File: src/upt_pkg.sv
// Package for the serial port with USB-line pass-through.
// Assumes a single 100 MHz system clock shared by every user.
package upt_pkg;
  // ==========================================================
  // Timing
  localparam int unsigned CLK_HZ = 100_000_000;
  localparam int unsigned BAUD_MIN_BPS = 300;
  localparam int unsigned BAUD_MAX_BPS = 4_608_000;
  localparam int unsigned PASS_MAX_BPS = 9600;
  localparam int unsigned DIV_W = 20;
  // Least divider allowed in pass-through: rounds up to keep rate <= limit
  localparam logic [DIV_W-1:0] PASS_DIV_MIN =
    DIV_W'((CLK_HZ + PASS_MAX_BPS - 1) / PASS_MAX_BPS);
  localparam logic [DIV_W-1:0] DIV_DEFAULT =
    DIV_W'(CLK_HZ / 115_200);
  localparam logic [DIV_W-1:0] DIV_ONE = 20'h00001;
  localparam logic [DIV_W-1:0] DIV_ZERO = 20'h00000;
  // ==========================================================
  // Framing
  localparam int unsigned DATA_BITS = 8;
  localparam logic [3:0] BIT_LAST = 4'h7;
  localparam logic [3:0] BIT_ZERO = 4'h0;
  localparam logic LINE_IDLE = 1'b1;
  localparam logic START_LEVEL = 1'b0;
  localparam logic STOP_LEVEL = 1'b1;
  localparam int unsigned FIFO_DEPTH = 16;
  // ==========================================================
  // Serial state machine
  typedef enum logic [1:0] {
    UPT_IDLE = 2'b00,
    UPT_START = 2'b01,
    UPT_DATA = 2'b10,
    UPT_STOP = 2'b11
  } upt_state_type;
endpackage

File: src/upt_uart.sv
// Full-duplex serial port with flow control and USB-line pass-through.
// Assumes one 100 MHz clock; pin inputs are asynchronous to it.
`timescale 1ns/1ps
// Summary of operation
// - The port sends on its transmit line and receives on its receive line together, with a flow-control input and output.
// - A firmware-set divider gives bit rates spanning 300 bps to 4608 Kbps.
// - With flow control on, a character starts only while the clear-to-send input is asserted.
// - The ready-to-receive output is asserted whenever the receiver can take another character.
// - In pass-through mode the USB transceiver is switched off and the data pair just carries the serial lines.
// - In pass-through mode transmit drives D- and receive is taken from D+.
// - Pass-through lines go either to the parallel programmable interface pins or to two general-purpose pins.
// - In pass-through mode the bit rate is held at or below 9600 bps.
// - Pass-through mode carries plain serial traffic over the data pair whenever firmware enables it.
module upt_uart
  import upt_pkg::*;
#(
  parameter int WIDTH = DATA_BITS,
  parameter int DEPTH = FIFO_DEPTH
) (
  input wire logic clk,
  input wire logic nrst,
  input wire logic ce,
  input wire logic [DIV_W-1:0] baud_div,
  input wire logic flow_en,
  input wire logic pass_en,
  input wire logic pass_route_gpio,
  input wire logic [WIDTH-1:0] tx_data,
  input wire logic tx_valid,
  output logic tx_ready,
  output logic [WIDTH-1:0] rx_data,
  output logic rx_valid,
  input wire logic rx_ready,
  output logic rx_frame_err,
  output logic tx_pin,
  input wire logic rx_pin,
  input wire logic cts_pin,
  output logic rts_pin,
  output logic usb_xcvr_en,
  output logic dm_out,
  output logic dm_oe,
  input wire logic dp_in,
  output logic ppi_tx_out,
  input wire logic ppi_rx_in,
  output logic gpio_tx_out,
  input wire logic gpio_rx_in,
  output logic tx_busy
);
  // ==========================================================
  // Reset release and pin synchronisers
  logic [1:0] rst_sync;
  logic rst_n;
  logic [2:0] rx_s;
  logic [2:0] cts_s;
  logic rx_in;
  logic next_rx_in;
  logic cts_in;
  logic next_cts_in;
  logic raw_rx;

  always_ff @(posedge clk or negedge nrst) begin
    if (!nrst) begin
      rst_sync <= 2'b00;
    end else begin
      rst_sync <= {rst_sync[0], 1'b1};
    end
  end
  assign rst_n = rst_sync[1];

  always_comb begin
    if (pass_en && pass_route_gpio) begin
      raw_rx = gpio_rx_in;
    end else if (pass_en) begin
      raw_rx = ppi_rx_in;
    end else begin
      raw_rx = rx_pin;
    end
    if (pass_en) begin
      raw_rx = raw_rx & dp_in;
    end
    // A level counts once the second and third stages agree
    next_rx_in = (rx_s[2] == rx_s[1]) ? rx_s[1] : rx_in;
    next_cts_in = (cts_s[2] == cts_s[1]) ? cts_s[1] : cts_in;
  end

  always_ff @(posedge clk or negedge rst_n) begin
    if (!rst_n) begin
      rx_s <= 3'h7;
      cts_s <= 3'h0;
      rx_in <= LINE_IDLE;
      cts_in <= 1'b0;
    end else if (ce) begin
      rx_s <= {rx_s[1:0], raw_rx};
      cts_s <= {cts_s[1:0], cts_pin};
      rx_in <= next_rx_in;
      cts_in <= next_cts_in;
    end
  end

  // ==========================================================
  // Bit-rate divider
  logic [DIV_W-1:0] div_eff;
  always_comb begin
    div_eff = (baud_div == DIV_ZERO) ? DIV_ONE : baud_div;
    if (pass_en && div_eff < PASS_DIV_MIN) begin
      div_eff = PASS_DIV_MIN;
    end
  end

  // ==========================================================
  // Transmit queue and shifter
  localparam int FILL_W = $clog2(DEPTH) + 1;
  logic [WIDTH-1:0] q_data;
  logic q_valid;
  logic tq_pop;
  logic q_push;
  logic [FILL_W-1:0] q_fill;
  logic [FILL_W-1:0] next_q_fill;
  upt_fifo #(.WIDTH(WIDTH), .DEPTH(DEPTH)) tx_fifo (
    .clk(clk),
    .rst_n(rst_n),
    .ce(ce),
    .in_data(tx_data),
    .in_valid(q_push),
    .in_ready(),
    .out_data(q_data),
    .out_valid(q_valid),
    .out_ready(tq_pop)
  );

  // Own fill count lets tx_ready be a flop that never admits an extra word
  always_comb begin
    q_push = tx_valid && tx_ready;
    next_q_fill = q_fill;
    if (q_push && !tq_pop) begin
      next_q_fill = q_fill + 1'b1;
    end else if (tq_pop && !q_push) begin
      next_q_fill = q_fill - 1'b1;
    end
  end

  always_ff @(posedge clk or negedge rst_n) begin
    if (!rst_n) begin
      q_fill <= '0;
    end else if (ce) begin
      q_fill <= next_q_fill;
    end
  end

  upt_state_type ts;
  upt_state_type next_ts;
  logic [DIV_W-1:0] tcnt;
  logic [DIV_W-1:0] next_tcnt;
  logic [3:0] tbit;
  logic [3:0] next_tbit;
  logic [WIDTH-1:0] tsh;
  logic [WIDTH-1:0] next_tsh;
  logic tline;
  logic next_tline;
  logic tick_t;

  always_comb begin
    next_ts = ts;
    next_tcnt = tcnt;
    next_tbit = tbit;
    next_tsh = tsh;
    next_tline = tline;
    tq_pop = 1'b0;
    tick_t = tcnt >= div_eff - DIV_ONE;
    if (ts != UPT_IDLE) begin
      next_tcnt = tick_t ? DIV_ZERO : tcnt + DIV_ONE;
    end
    case (ts)
      UPT_IDLE: begin
        next_tline = LINE_IDLE;
        // Flow check only at character start, never mid-frame
        if (q_valid && (!flow_en || cts_in)) begin
          tq_pop = 1'b1;
          next_tsh = q_data;
          next_tline = START_LEVEL;
          next_tcnt = DIV_ZERO;
          next_ts = UPT_START;
        end
      end
      UPT_START: begin
        if (tick_t) begin
          next_tline = tsh[0];
          next_tbit = BIT_ZERO;
          next_ts = UPT_DATA;
        end
      end
      UPT_DATA: begin
        if (tick_t) begin
          if (tbit == 4'(WIDTH - 1)) begin
            next_tline = STOP_LEVEL;
            next_ts = UPT_STOP;
          end else begin
            next_tsh = tsh >> 1;
            next_tline = tsh[1];
            next_tbit = tbit + 4'h1;
          end
        end
      end
      UPT_STOP: begin
        if (tick_t) begin
          next_ts = UPT_IDLE;
        end
      end
      default: next_ts = UPT_IDLE;
    endcase
  end

  always_ff @(posedge clk or negedge rst_n) begin
    if (!rst_n) begin
      ts <= UPT_IDLE;
      tcnt <= DIV_ZERO;
      tbit <= BIT_ZERO;
      tsh <= '0;
      tline <= LINE_IDLE;
    end else if (ce) begin
      ts <= next_ts;
      tcnt <= next_tcnt;
      tbit <= next_tbit;
      tsh <= next_tsh;
      tline <= next_tline;
    end
  end

  // ==========================================================
  // Receiver: samples each bit at its middle
  upt_state_type rs;
  upt_state_type next_rs;
  logic [DIV_W-1:0] rcnt;
  logic [DIV_W-1:0] next_rcnt;
  logic [3:0] rbit;
  logic [3:0] next_rbit;
  logic [WIDTH-1:0] rsh;
  logic [WIDTH-1:0] next_rsh;
  logic [WIDTH-1:0] next_rx_data;
  logic next_rx_valid;
  logic next_ferr;
  logic tick_r;

  always_comb begin
    next_rs = rs;
    next_rbit = rbit;
    next_rsh = rsh;
    next_rx_data = rx_data;
    next_rx_valid = rx_valid && !rx_ready;
    next_ferr = rx_frame_err;
    tick_r = rcnt >= div_eff - DIV_ONE;
    next_rcnt = tick_r ? DIV_ZERO : rcnt + DIV_ONE;
    case (rs)
      UPT_IDLE: begin
        next_rcnt = DIV_ZERO;
        if (rx_in == START_LEVEL) begin
          next_rcnt = div_eff >> 1;
          next_rs = UPT_START;
        end
      end
      UPT_START: begin
        if (tick_r) begin
          next_rbit = BIT_ZERO;
          next_rs = (rx_in == START_LEVEL) ? UPT_DATA : UPT_IDLE;
        end
      end
      UPT_DATA: begin
        if (tick_r) begin
          next_rsh = {rx_in, rsh[WIDTH-1:1]};
          next_rbit = rbit + 4'h1;
          if (rbit == 4'(WIDTH - 1)) begin
            next_rs = UPT_STOP;
          end
        end
      end
      UPT_STOP: begin
        if (tick_r) begin
          next_rs = UPT_IDLE;
          next_ferr = rx_in != STOP_LEVEL;
          // Held word is replaced if the consumer has not taken it
          next_rx_data = rsh;
          next_rx_valid = 1'b1;
        end
      end
      default: next_rs = UPT_IDLE;
    endcase
  end

  always_ff @(posedge clk or negedge rst_n) begin
    if (!rst_n) begin
      rs <= UPT_IDLE;
      rcnt <= DIV_ZERO;
      rbit <= BIT_ZERO;
      rsh <= '0;
      rx_data <= '0;
      rx_valid <= 1'b0;
      rx_frame_err <= 1'b0;
    end else if (ce) begin
      rs <= next_rs;
      rcnt <= next_rcnt;
      rbit <= next_rbit;
      rsh <= next_rsh;
      rx_data <= next_rx_data;
      rx_valid <= next_rx_valid;
      rx_frame_err <= next_ferr;
    end
  end

  // ==========================================================
  // Registered pin outputs
  logic next_rts;
  always_comb begin
    next_rts = !flow_en || !next_rx_valid;
  end

  always_ff @(posedge clk or negedge rst_n) begin
    if (!rst_n) begin
      tx_pin <= LINE_IDLE;
      rts_pin <= 1'b0;
      usb_xcvr_en <= 1'b1;
      dm_out <= LINE_IDLE;
      dm_oe <= 1'b0;
      ppi_tx_out <= LINE_IDLE;
      gpio_tx_out <= LINE_IDLE;
      tx_ready <= 1'b0;
      tx_busy <= 1'b0;
    end else if (ce) begin
      tx_pin <= pass_en ? LINE_IDLE : next_tline;
      rts_pin <= next_rts;
      usb_xcvr_en <= !pass_en;
      dm_out <= next_tline;
      dm_oe <= pass_en;
      ppi_tx_out <= (pass_en && !pass_route_gpio) ? next_tline : LINE_IDLE;
      gpio_tx_out <= (pass_en && pass_route_gpio) ? next_tline : LINE_IDLE;
      tx_ready <= next_q_fill != FILL_W'(DEPTH);
      tx_busy <= next_ts != UPT_IDLE || q_valid;
    end
  end
endmodule

File: src/upt_fifo.sv
// Synchronous FIFO with valid/ready on both sides.
// Assumes one clock, the synchronised reset and a shared clock enable.
`timescale 1ns/1ps
module upt_fifo #(
  parameter int WIDTH = 8,
  parameter int DEPTH = 16
) (
  input wire logic clk,
  input wire logic rst_n,
  input wire logic ce,
  input wire logic [WIDTH-1:0] in_data,
  input wire logic in_valid,
  output logic in_ready,
  output logic [WIDTH-1:0] out_data,
  output logic out_valid,
  input wire logic out_ready
);
  localparam int AW = $clog2(DEPTH);
  logic [WIDTH-1:0] mem [DEPTH];
  logic [AW:0] wr_ptr;
  logic [AW:0] rd_ptr;
  logic [AW:0] next_wr_ptr;
  logic [AW:0] next_rd_ptr;
  logic push;
  logic pop;

  always_comb begin
    in_ready = (wr_ptr - rd_ptr) != (AW+1)'(DEPTH);
    out_valid = wr_ptr != rd_ptr;
    out_data = mem[rd_ptr[AW-1:0]];
    push = in_valid && in_ready;
    pop = out_valid && out_ready;
    next_wr_ptr = push ? wr_ptr + 1'b1 : wr_ptr;
    next_rd_ptr = pop ? rd_ptr + 1'b1 : rd_ptr;
  end

  always_ff @(posedge clk or negedge rst_n) begin
    if (!rst_n) begin
      wr_ptr <= '0;
      rd_ptr <= '0;
    end else if (ce) begin
      wr_ptr <= next_wr_ptr;
      rd_ptr <= next_rd_ptr;
    end
  end

  // Storage needs no reset; empty flag guards the contents
  always_ff @(posedge clk) begin
    if (ce && push) begin
      mem[wr_ptr[AW-1:0]] <= in_data;
    end
  end
endmodule

File: config.mk
export PLATFORM = sky130hd
export DESIGN_NAME = upt_uart
export DESIGN_NICKNAME = d
export VERILOG_FILES = /design/src/upt_pkg.sv /design/src/upt_uart.sv /design/src/upt_fifo.sv
export SDC_FILE = /design/constraint.sdc
export NUM_CORES = 1
export LEC_CHECK = 0
export ABC_AREA = 1
export BUFFER_PORTS_ARGS = -buffer_cell sky130_fd_sc_hd__buf_2
export CAP_MARGIN = 20
export CORE_UTILIZATION = 35
export DETAILED_ROUTE_END_ITERATION = 16
export PLACE_DENSITY_LB_ADDON = 0.2
export SLEW_MARGIN = 0
export SYNTH_ARGS = -nofsm -noshare
export SYNTH_HDL_FRONTEND = slang
export SYNTH_HIERARCHICAL = 1
export SYNTH_SLANG_ARGS = --single-unit
File: constraint.sdc
create_clock -name clk -period 9 [get_ports clk]
set_clock_uncertainty 0.1 [all_clocks]
set_input_delay 0.9 -clock clk [delete_from_list [all_inputs] [get_ports clk]]
set_output_delay 0.9 -clock clk [all_outputs]
set_load 0.02 [all_outputs]
# --- After elaboration in Yosys (flattened, before gate mapping) ---
# Memory sizes are Yosys's and may differ from the RTL's.
# Cells that the tools add are included.
# Widths: inputs -> output; s select.
totals:
  ff_bits: 112
  ram_bits: 128
  input_bits: 41
  output_inout_bits: 19
  n_memories: 1
mem_list:
  columns: ["memory", "depth", "width", "read_ports", "rd_ports_with_merged_regs", "write_ports", "line", "text"]
  rows:
  - ["tx_fifo.mem", 16, 8, 1, 0, 1, "upt_fifo.sv:19", "logic [WIDTH-1:0] mem [DEPTH];"]
op_classes:
  n_addsub: 10
  order_cmp: 3
  n_eq_ne: 22
  muxes: 52
  bitwise: 2
  n_reduce_logical: 39
op_table:
  columns: ["operator", "n"]
  rows:
  - ["$mux 20", 8]
  - ["$add 20x1->20 const B", 2]
  - ["$ge 20x20->1", 2]
  - ["$mux 8", 3]
  - ["$mux 2", 11]
  - ["$logic_not 20->1", 1]
  - ["$lt 20x14->1 const B", 1]
  - ["$mux 4", 5]
  - ["$sub 20x1->20 const B", 1]
  - ["$mux 19", 1]
  - ["$ne 2x2->1 const B", 9]
  - ["$mux 1", 16]
  - ["$pmux 2 s4", 2]
  - ["$pmux 4 s2", 2]
  - ["$pmux 8 s2", 1]
  - ["$add 5x1->5 const B", 3]
  - ["$logic_and 1x1->1", 11]
  - ["$mux 5", 2]
  - ["$ne 5x5->1 const B", 2]
  - ["$reduce_and 5->1", 2]
  - ["$reduce_bool 2->1", 5]
  - ["$add 4x1->4 const B", 2]
  - ["$eq 2x2->1 const B", 4]
  - ["$eq 4x3->1 const B", 2]
  - ["other kinds (15)", 30]

# --- Depth between registers and ports, before layout ---
depth:
  depth_word: 11
  mapped_depth: 38
  ltp_nobuf: 36

# --- Hierarchy ---
# Netlist, hierarchy kept.
by_module_without_submodules:
  columns: ["module", "n_inst", "cells_per_inst", "area_each_um2"]
  rows:
  - ["upt_uart", 1, 911, 6897.9]
  - ["upt_fifo", 1, 495, 5884.4]

# --- Worst setup path after synthesis ---
# Ideal clock, no wire load.
synth_path:
  path_type: "in2reg"
  start: "input port baud_div[8]"
  end: "register tbit[3]"
  setup_time_ns: 0.123
  arrival_ns: 4.665
  required_time_ns: 8.777
  path_slack_ns: 4.113
  path_stages: 35
  path_cell_list: "nor2_2 > nand2_1 > nor2_1 > nand2_1 > nand2_1 > nand2_1 > nand3_4 > buf_6 > clkbuf_1 > o311ai_0 > inv_1 > ha_1 > nand2_1 > nor3_1 > xor2_1 > ha_1 > nand2_1 > inv_1 > nand3_1 > nor2_1 > nand3_1 > o21a_1 > o21ai_0 > nand2_1 > nand2_1 > nand2_1 > nand2_1 > nand2_1 > nand2_1 > nand2_4 > nand2_8 > nand2_2 > nor3_2 > xor2_1 > nor2_1"
synth_via:
  elab_chain_cells: 9
  elab_cells_between_ends: 10
  cone_classes: "1 x add/sub; 2 x order compare; 2 x eq/ne; 2 x mux; 3 x reduce/logical"
synth_lines:
  columns: ["element", "line", "text"]
  rows:
  - ["start, declared", "upt_uart.sv:23", "input wire logic [DIV_W-1:0] baud_div,"]
  - ["$logic_not 20->1", "upt_uart.sv:103", "div_eff = (baud_div == DIV_ZERO) ? DIV_ONE : baud_div;"]
  - ["$mux 20 (*)", "upt_uart.sv:103", null]
  - ["$lt 20x14->1", "upt_uart.sv:104", "if (pass_en && div_eff < PASS_DIV_MIN) begin"]
  - ["$logic_and 1x1->1", "upt_uart.sv:104", null]
  - ["$mux 20 (*)", "upt_uart.sv:104", null]
  - ["$sub 20x1->20 (*)", "upt_uart.sv:168", "tick_t = tcnt >= div_eff - DIV_ONE;"]
  - ["$ge 20x20->1 (*)", "upt_uart.sv:168", null]
  - ["$ne 2x2->1 (no source line)", null, null]
  - ["$reduce_and 5->1 (no source line) (*)", null, null]
  - ["end signal, assigned", "upt_uart.sv:222", "tbit <= next_tbit;"]
  - ["end, declared", "upt_uart.sv:153", "logic [3:0] tbit;"]
# Mark *: on every way between the ends. The rest lies on a longest branch, timed or not.
# A chain may end at the register's enable or synchronous reset.

# --- Final worst setup path ---
layout_path:
  start: "input port baud_div[16]"
  end: "register rx_data[2]"
layout_via:
  elab_chain_cells: 8
layout_lines:
  columns: ["element", "line", "text"]
  rows:
  - ["$logic_not 20->1", "upt_uart.sv:103", null]
  - ["$mux 20 (*)", "upt_uart.sv:103", null]
  - ["$lt 20x14->1", "upt_uart.sv:104", null]
  - ["$logic_and 1x1->1", "upt_uart.sv:104", null]
  - ["$mux 20 (*)", "upt_uart.sv:104", null]
  - ["$sub 20x1->20 (*)", "upt_uart.sv:250", "tick_r = rcnt >= div_eff - DIV_ONE;"]
  - ["$ge 20x20->1 (*)", "upt_uart.sv:250", null]
  - ["$reduce_and 3->1 (no source line) (*)", null, null]
  - ["end signal, assigned", "upt_uart.sv:302", "rx_data <= next_rx_data;"]
  - ["end, declared", "upt_uart.sv:30", "output logic [WIDTH-1:0] rx_data,"]
# Marked as above.

==> reports/results.txt <==
status: complete, but fails checks
failing checks: DRC
DR WL/cell: 16.56 um
CP top delay family: simple AND/OR/NAND/NOR gates
Clock H-tree levels: 1
I/O pins: 60
Netlist cell types: 54
top-count cell post-synth: nand2_1
diode count: 0
syn nets: 1499
vias in the first global route: 9135
first-pass GRT wire length: 50.18 mm
Max-Cap Viols: 0
crit path kind: input pin to register
DRC: 4
initial antenna violation count: 0
CTS sink count: 240
RR Endpoint: tx_fifo/mem[11][6]
synthesized instance count: 1406
Slew Viols, Final: 0
Placer Congestion: 0.8975
largest net degree at the start of global routing: 67
Die Y: 193.1 um
synth top area cells: edfxtp_1 30%, dfrtp_1 20%, nand2_1 6.7%
sequential area share after synthesis: 0.5208
width of the die: 193.1 um
Critical Path End Type: register
TNS Setup: 0 ps
Worst R2R Start: tx_fifo/rd_ptr[2]
shortest period the worst path allows: 5235 ps
Pwr Total: 4099 uW
worst min path class: register to asynchronous set/reset pin
Die ar.: 37290 sq um
commonest cells in the netlist: 229 x nand2_1, 197 x nor2_1, 143 x inv_1
Layout Nets: 1548
worst hold slack: 244.1 ps
period utilization: 0.5816
Worst EP arrival: 5550 ps
Placed Area: 13440 sq um
hpwl dp: 21.80 mm
Final Hold Fails: 0
Synth Register Bits: 240
worst stage delay on the critical path: 620 ps
yosys warns: 6
area delta synth->final: 12.98%
Post-Route Utilization: 0.4040
CTS Buffer Depth: 3
Max FO, Critical Path: 25
gr usage total: 0.1739
Leakage: 0.005947 uW
RSZ-0062 raised after global routing: no
post-CTS sizing: 0
vias per inst: 5.048
Initial Utilization: 0.3576
CTS tree: done
relative slew slack: 0.3844
post-route cell area: 14440 sq um
Synth area leader: edfxtp_1
clock-pin slew of the registers on the worst-case setup and hold paths: 60 ps
buffers and inverters on the worst path: 2
Top cell by count, worst path: nand2_1
DRT Pass-1 Iters: 14
TritonCTS Buffers: 29
maximum clock frequency: 191.0 MHz
initial detailed-routing violation count: 517
R2R cell count: 11
Root Buffer: clkbuf_16
Req. time, crit path: 9320 ps
worst reg2reg setup slack: 5030 ps
Setup crit start kind: input pin
core area: 35740 sq um
share of layout cells above drive strength 1: 0.1204
setup violators final: 0
area share of the leading cell type in the synthesized netlist: 0.3007
VDD IR max: 0.1351 mV
Vias: 9788
Post-synth EDFFs: 128
Port Buf Inserts: 59
total grt overflow: 0
Mapped Area: 12780 sq um
slew of the pin with the lowest slew margin: 919.9 ps
Slowest-stage cell, CP: nand4_1
FFs w/ async S/R, synth: 0.4667
WL final: 32.11 mm
mean post-synth cell area: 9.091 sq um
Post-synth top flop: edfxtp_1
num rows: 69
Power Density: 283.8 nW/um^2
remaining antenna violation count: 0
later-pin clock latency in the skew report: 570 ps
[state kept, by name, indices dropped and copies added, names as in the netlist, 3 cells and up, named ones only]
signal,count
rx_data,8
rsh,8
cts_s,3
tx_fifo/wr_ptr,5
tcnt,20
q_fill,5
tsh,8
tx_fifo/rd_ptr,5
tbit,4
tx_fifo/mem,128
rbit,4
rcnt,20
rx_s,3
[worst max path at each step]
stage                            start      endpoint  slack [ps]  cells after the start
after floorplan            baud_div[8]       tbit[3]        4110                     35
after global placement    baud_div[14]  rx_frame_err        3430                     30
after detailed placement  baud_div[14]    rx_data[3]        3220                     29
after CTS                 baud_div[14]    rx_data[2]        3770                     30
after global routing      baud_div[16]    rx_data[3]        3170                     30
final                     baud_div[16]    rx_data[2]        3770                     30
[cell type report]
type | instances | area (sq um)
Inverter | 150 | 563.0
Clock buffer | 36 | 772.0
Fill cell | 3553 | 21300
Clock inverter | 18 | 215.2
Timing Repair Buffer | 69 | 372.9
Multi-Input combinational cell | 965 | 5279
Tap cell | 461 | 576.8
Sequential cell | 240 | 6663
[metal layers]
| metal | vias to the layer above | share of wire | global-route usage |
|---|---|---|---|
| met1 | 4679 | 0.47 | 0.2338 |
| met3 | 46 | 0.033 | 0.02281 |
| met4 | 0 | 0.027 | 0.05349 |
| li1 | 4903 | - | - |
| met5 | - | 0 | 0 |
| met2 | 160 | 0.47 | 0.2902 |
[cells in the final DEF, fill, tap and decap left out, drive strengths merged]
cell and n:
xnor2 7, o21bai 1, a31oi 6, nand2 245
nor3 21, a21oi 51, o21ai 141, nand3 93
o2111ai 2, inv 148, conb 1, nand3b 2
a22oi 6, a211oi 2, o22ai 32, bufinv 4
a21boi 3, o211ai 24, xor2 29, nor4 5
clkinvlp 2, o21a 4, clkbuf 36, o31ai 2
buf 68, o221ai 3, dfrtp 103, dfstp 9
edfxtp 128, nand4 20, dlygate4sd3 1, and3 1
clkinv 14, nor2 204, ha 52, o311ai 1
o32ai 5, or2 2
[stage by stage]
stage | setup slack (ps) | cells
floorplan | 4113 | 1406
global placement | 3428 | 1884
detailed placement | 3224 | 1884
CTS | 3770 | 1939
global route | 3165 | 1939
finish | 3765 | 1939
[kinds of logic (layout without fill, tap and decap cells)]
kind of cell,Yosys count,after routing,synth area share
AOI/OAI and AO/OA,283,283,0.1308
xor gates and xnor gates,36,36,0.02467
adders and majority gates,52,52,0.05090
buffers and inverters,201,273,0.06617
DFF,240,240,0.5209
other,1,1,0.0002934
and+or+nand+nor,593,593,0.2063
[power breakdown]
group / switching [uW] / internal (uW) / total [uW]
Combinational: 935 / 458 / 1390
Clock: 474 / 726 / 1200
Sequential: 170 / 1340 / 1510
Total: 1580 / 2520 / 4100
[repair_timing]
item | in CTS | in global routing
endpoints found under the hold margin | 2 | 0
hold buffers | 1 | 0
setup buffers | 0 | 0
[worst reg2reg max path: stages (launching register included)]
cell	delay (ps)
dfrtp_1	670
clkinv_1	690
ha_1	610
nand2_1	90
inv_1	50
nand2_1	70
nand2_1	50
nand2_1	50
nand2_1	80
nand2_4	120
nand3_4	220
nor2_1	800
Note: power is estimated with default switching activity, not from simulation.
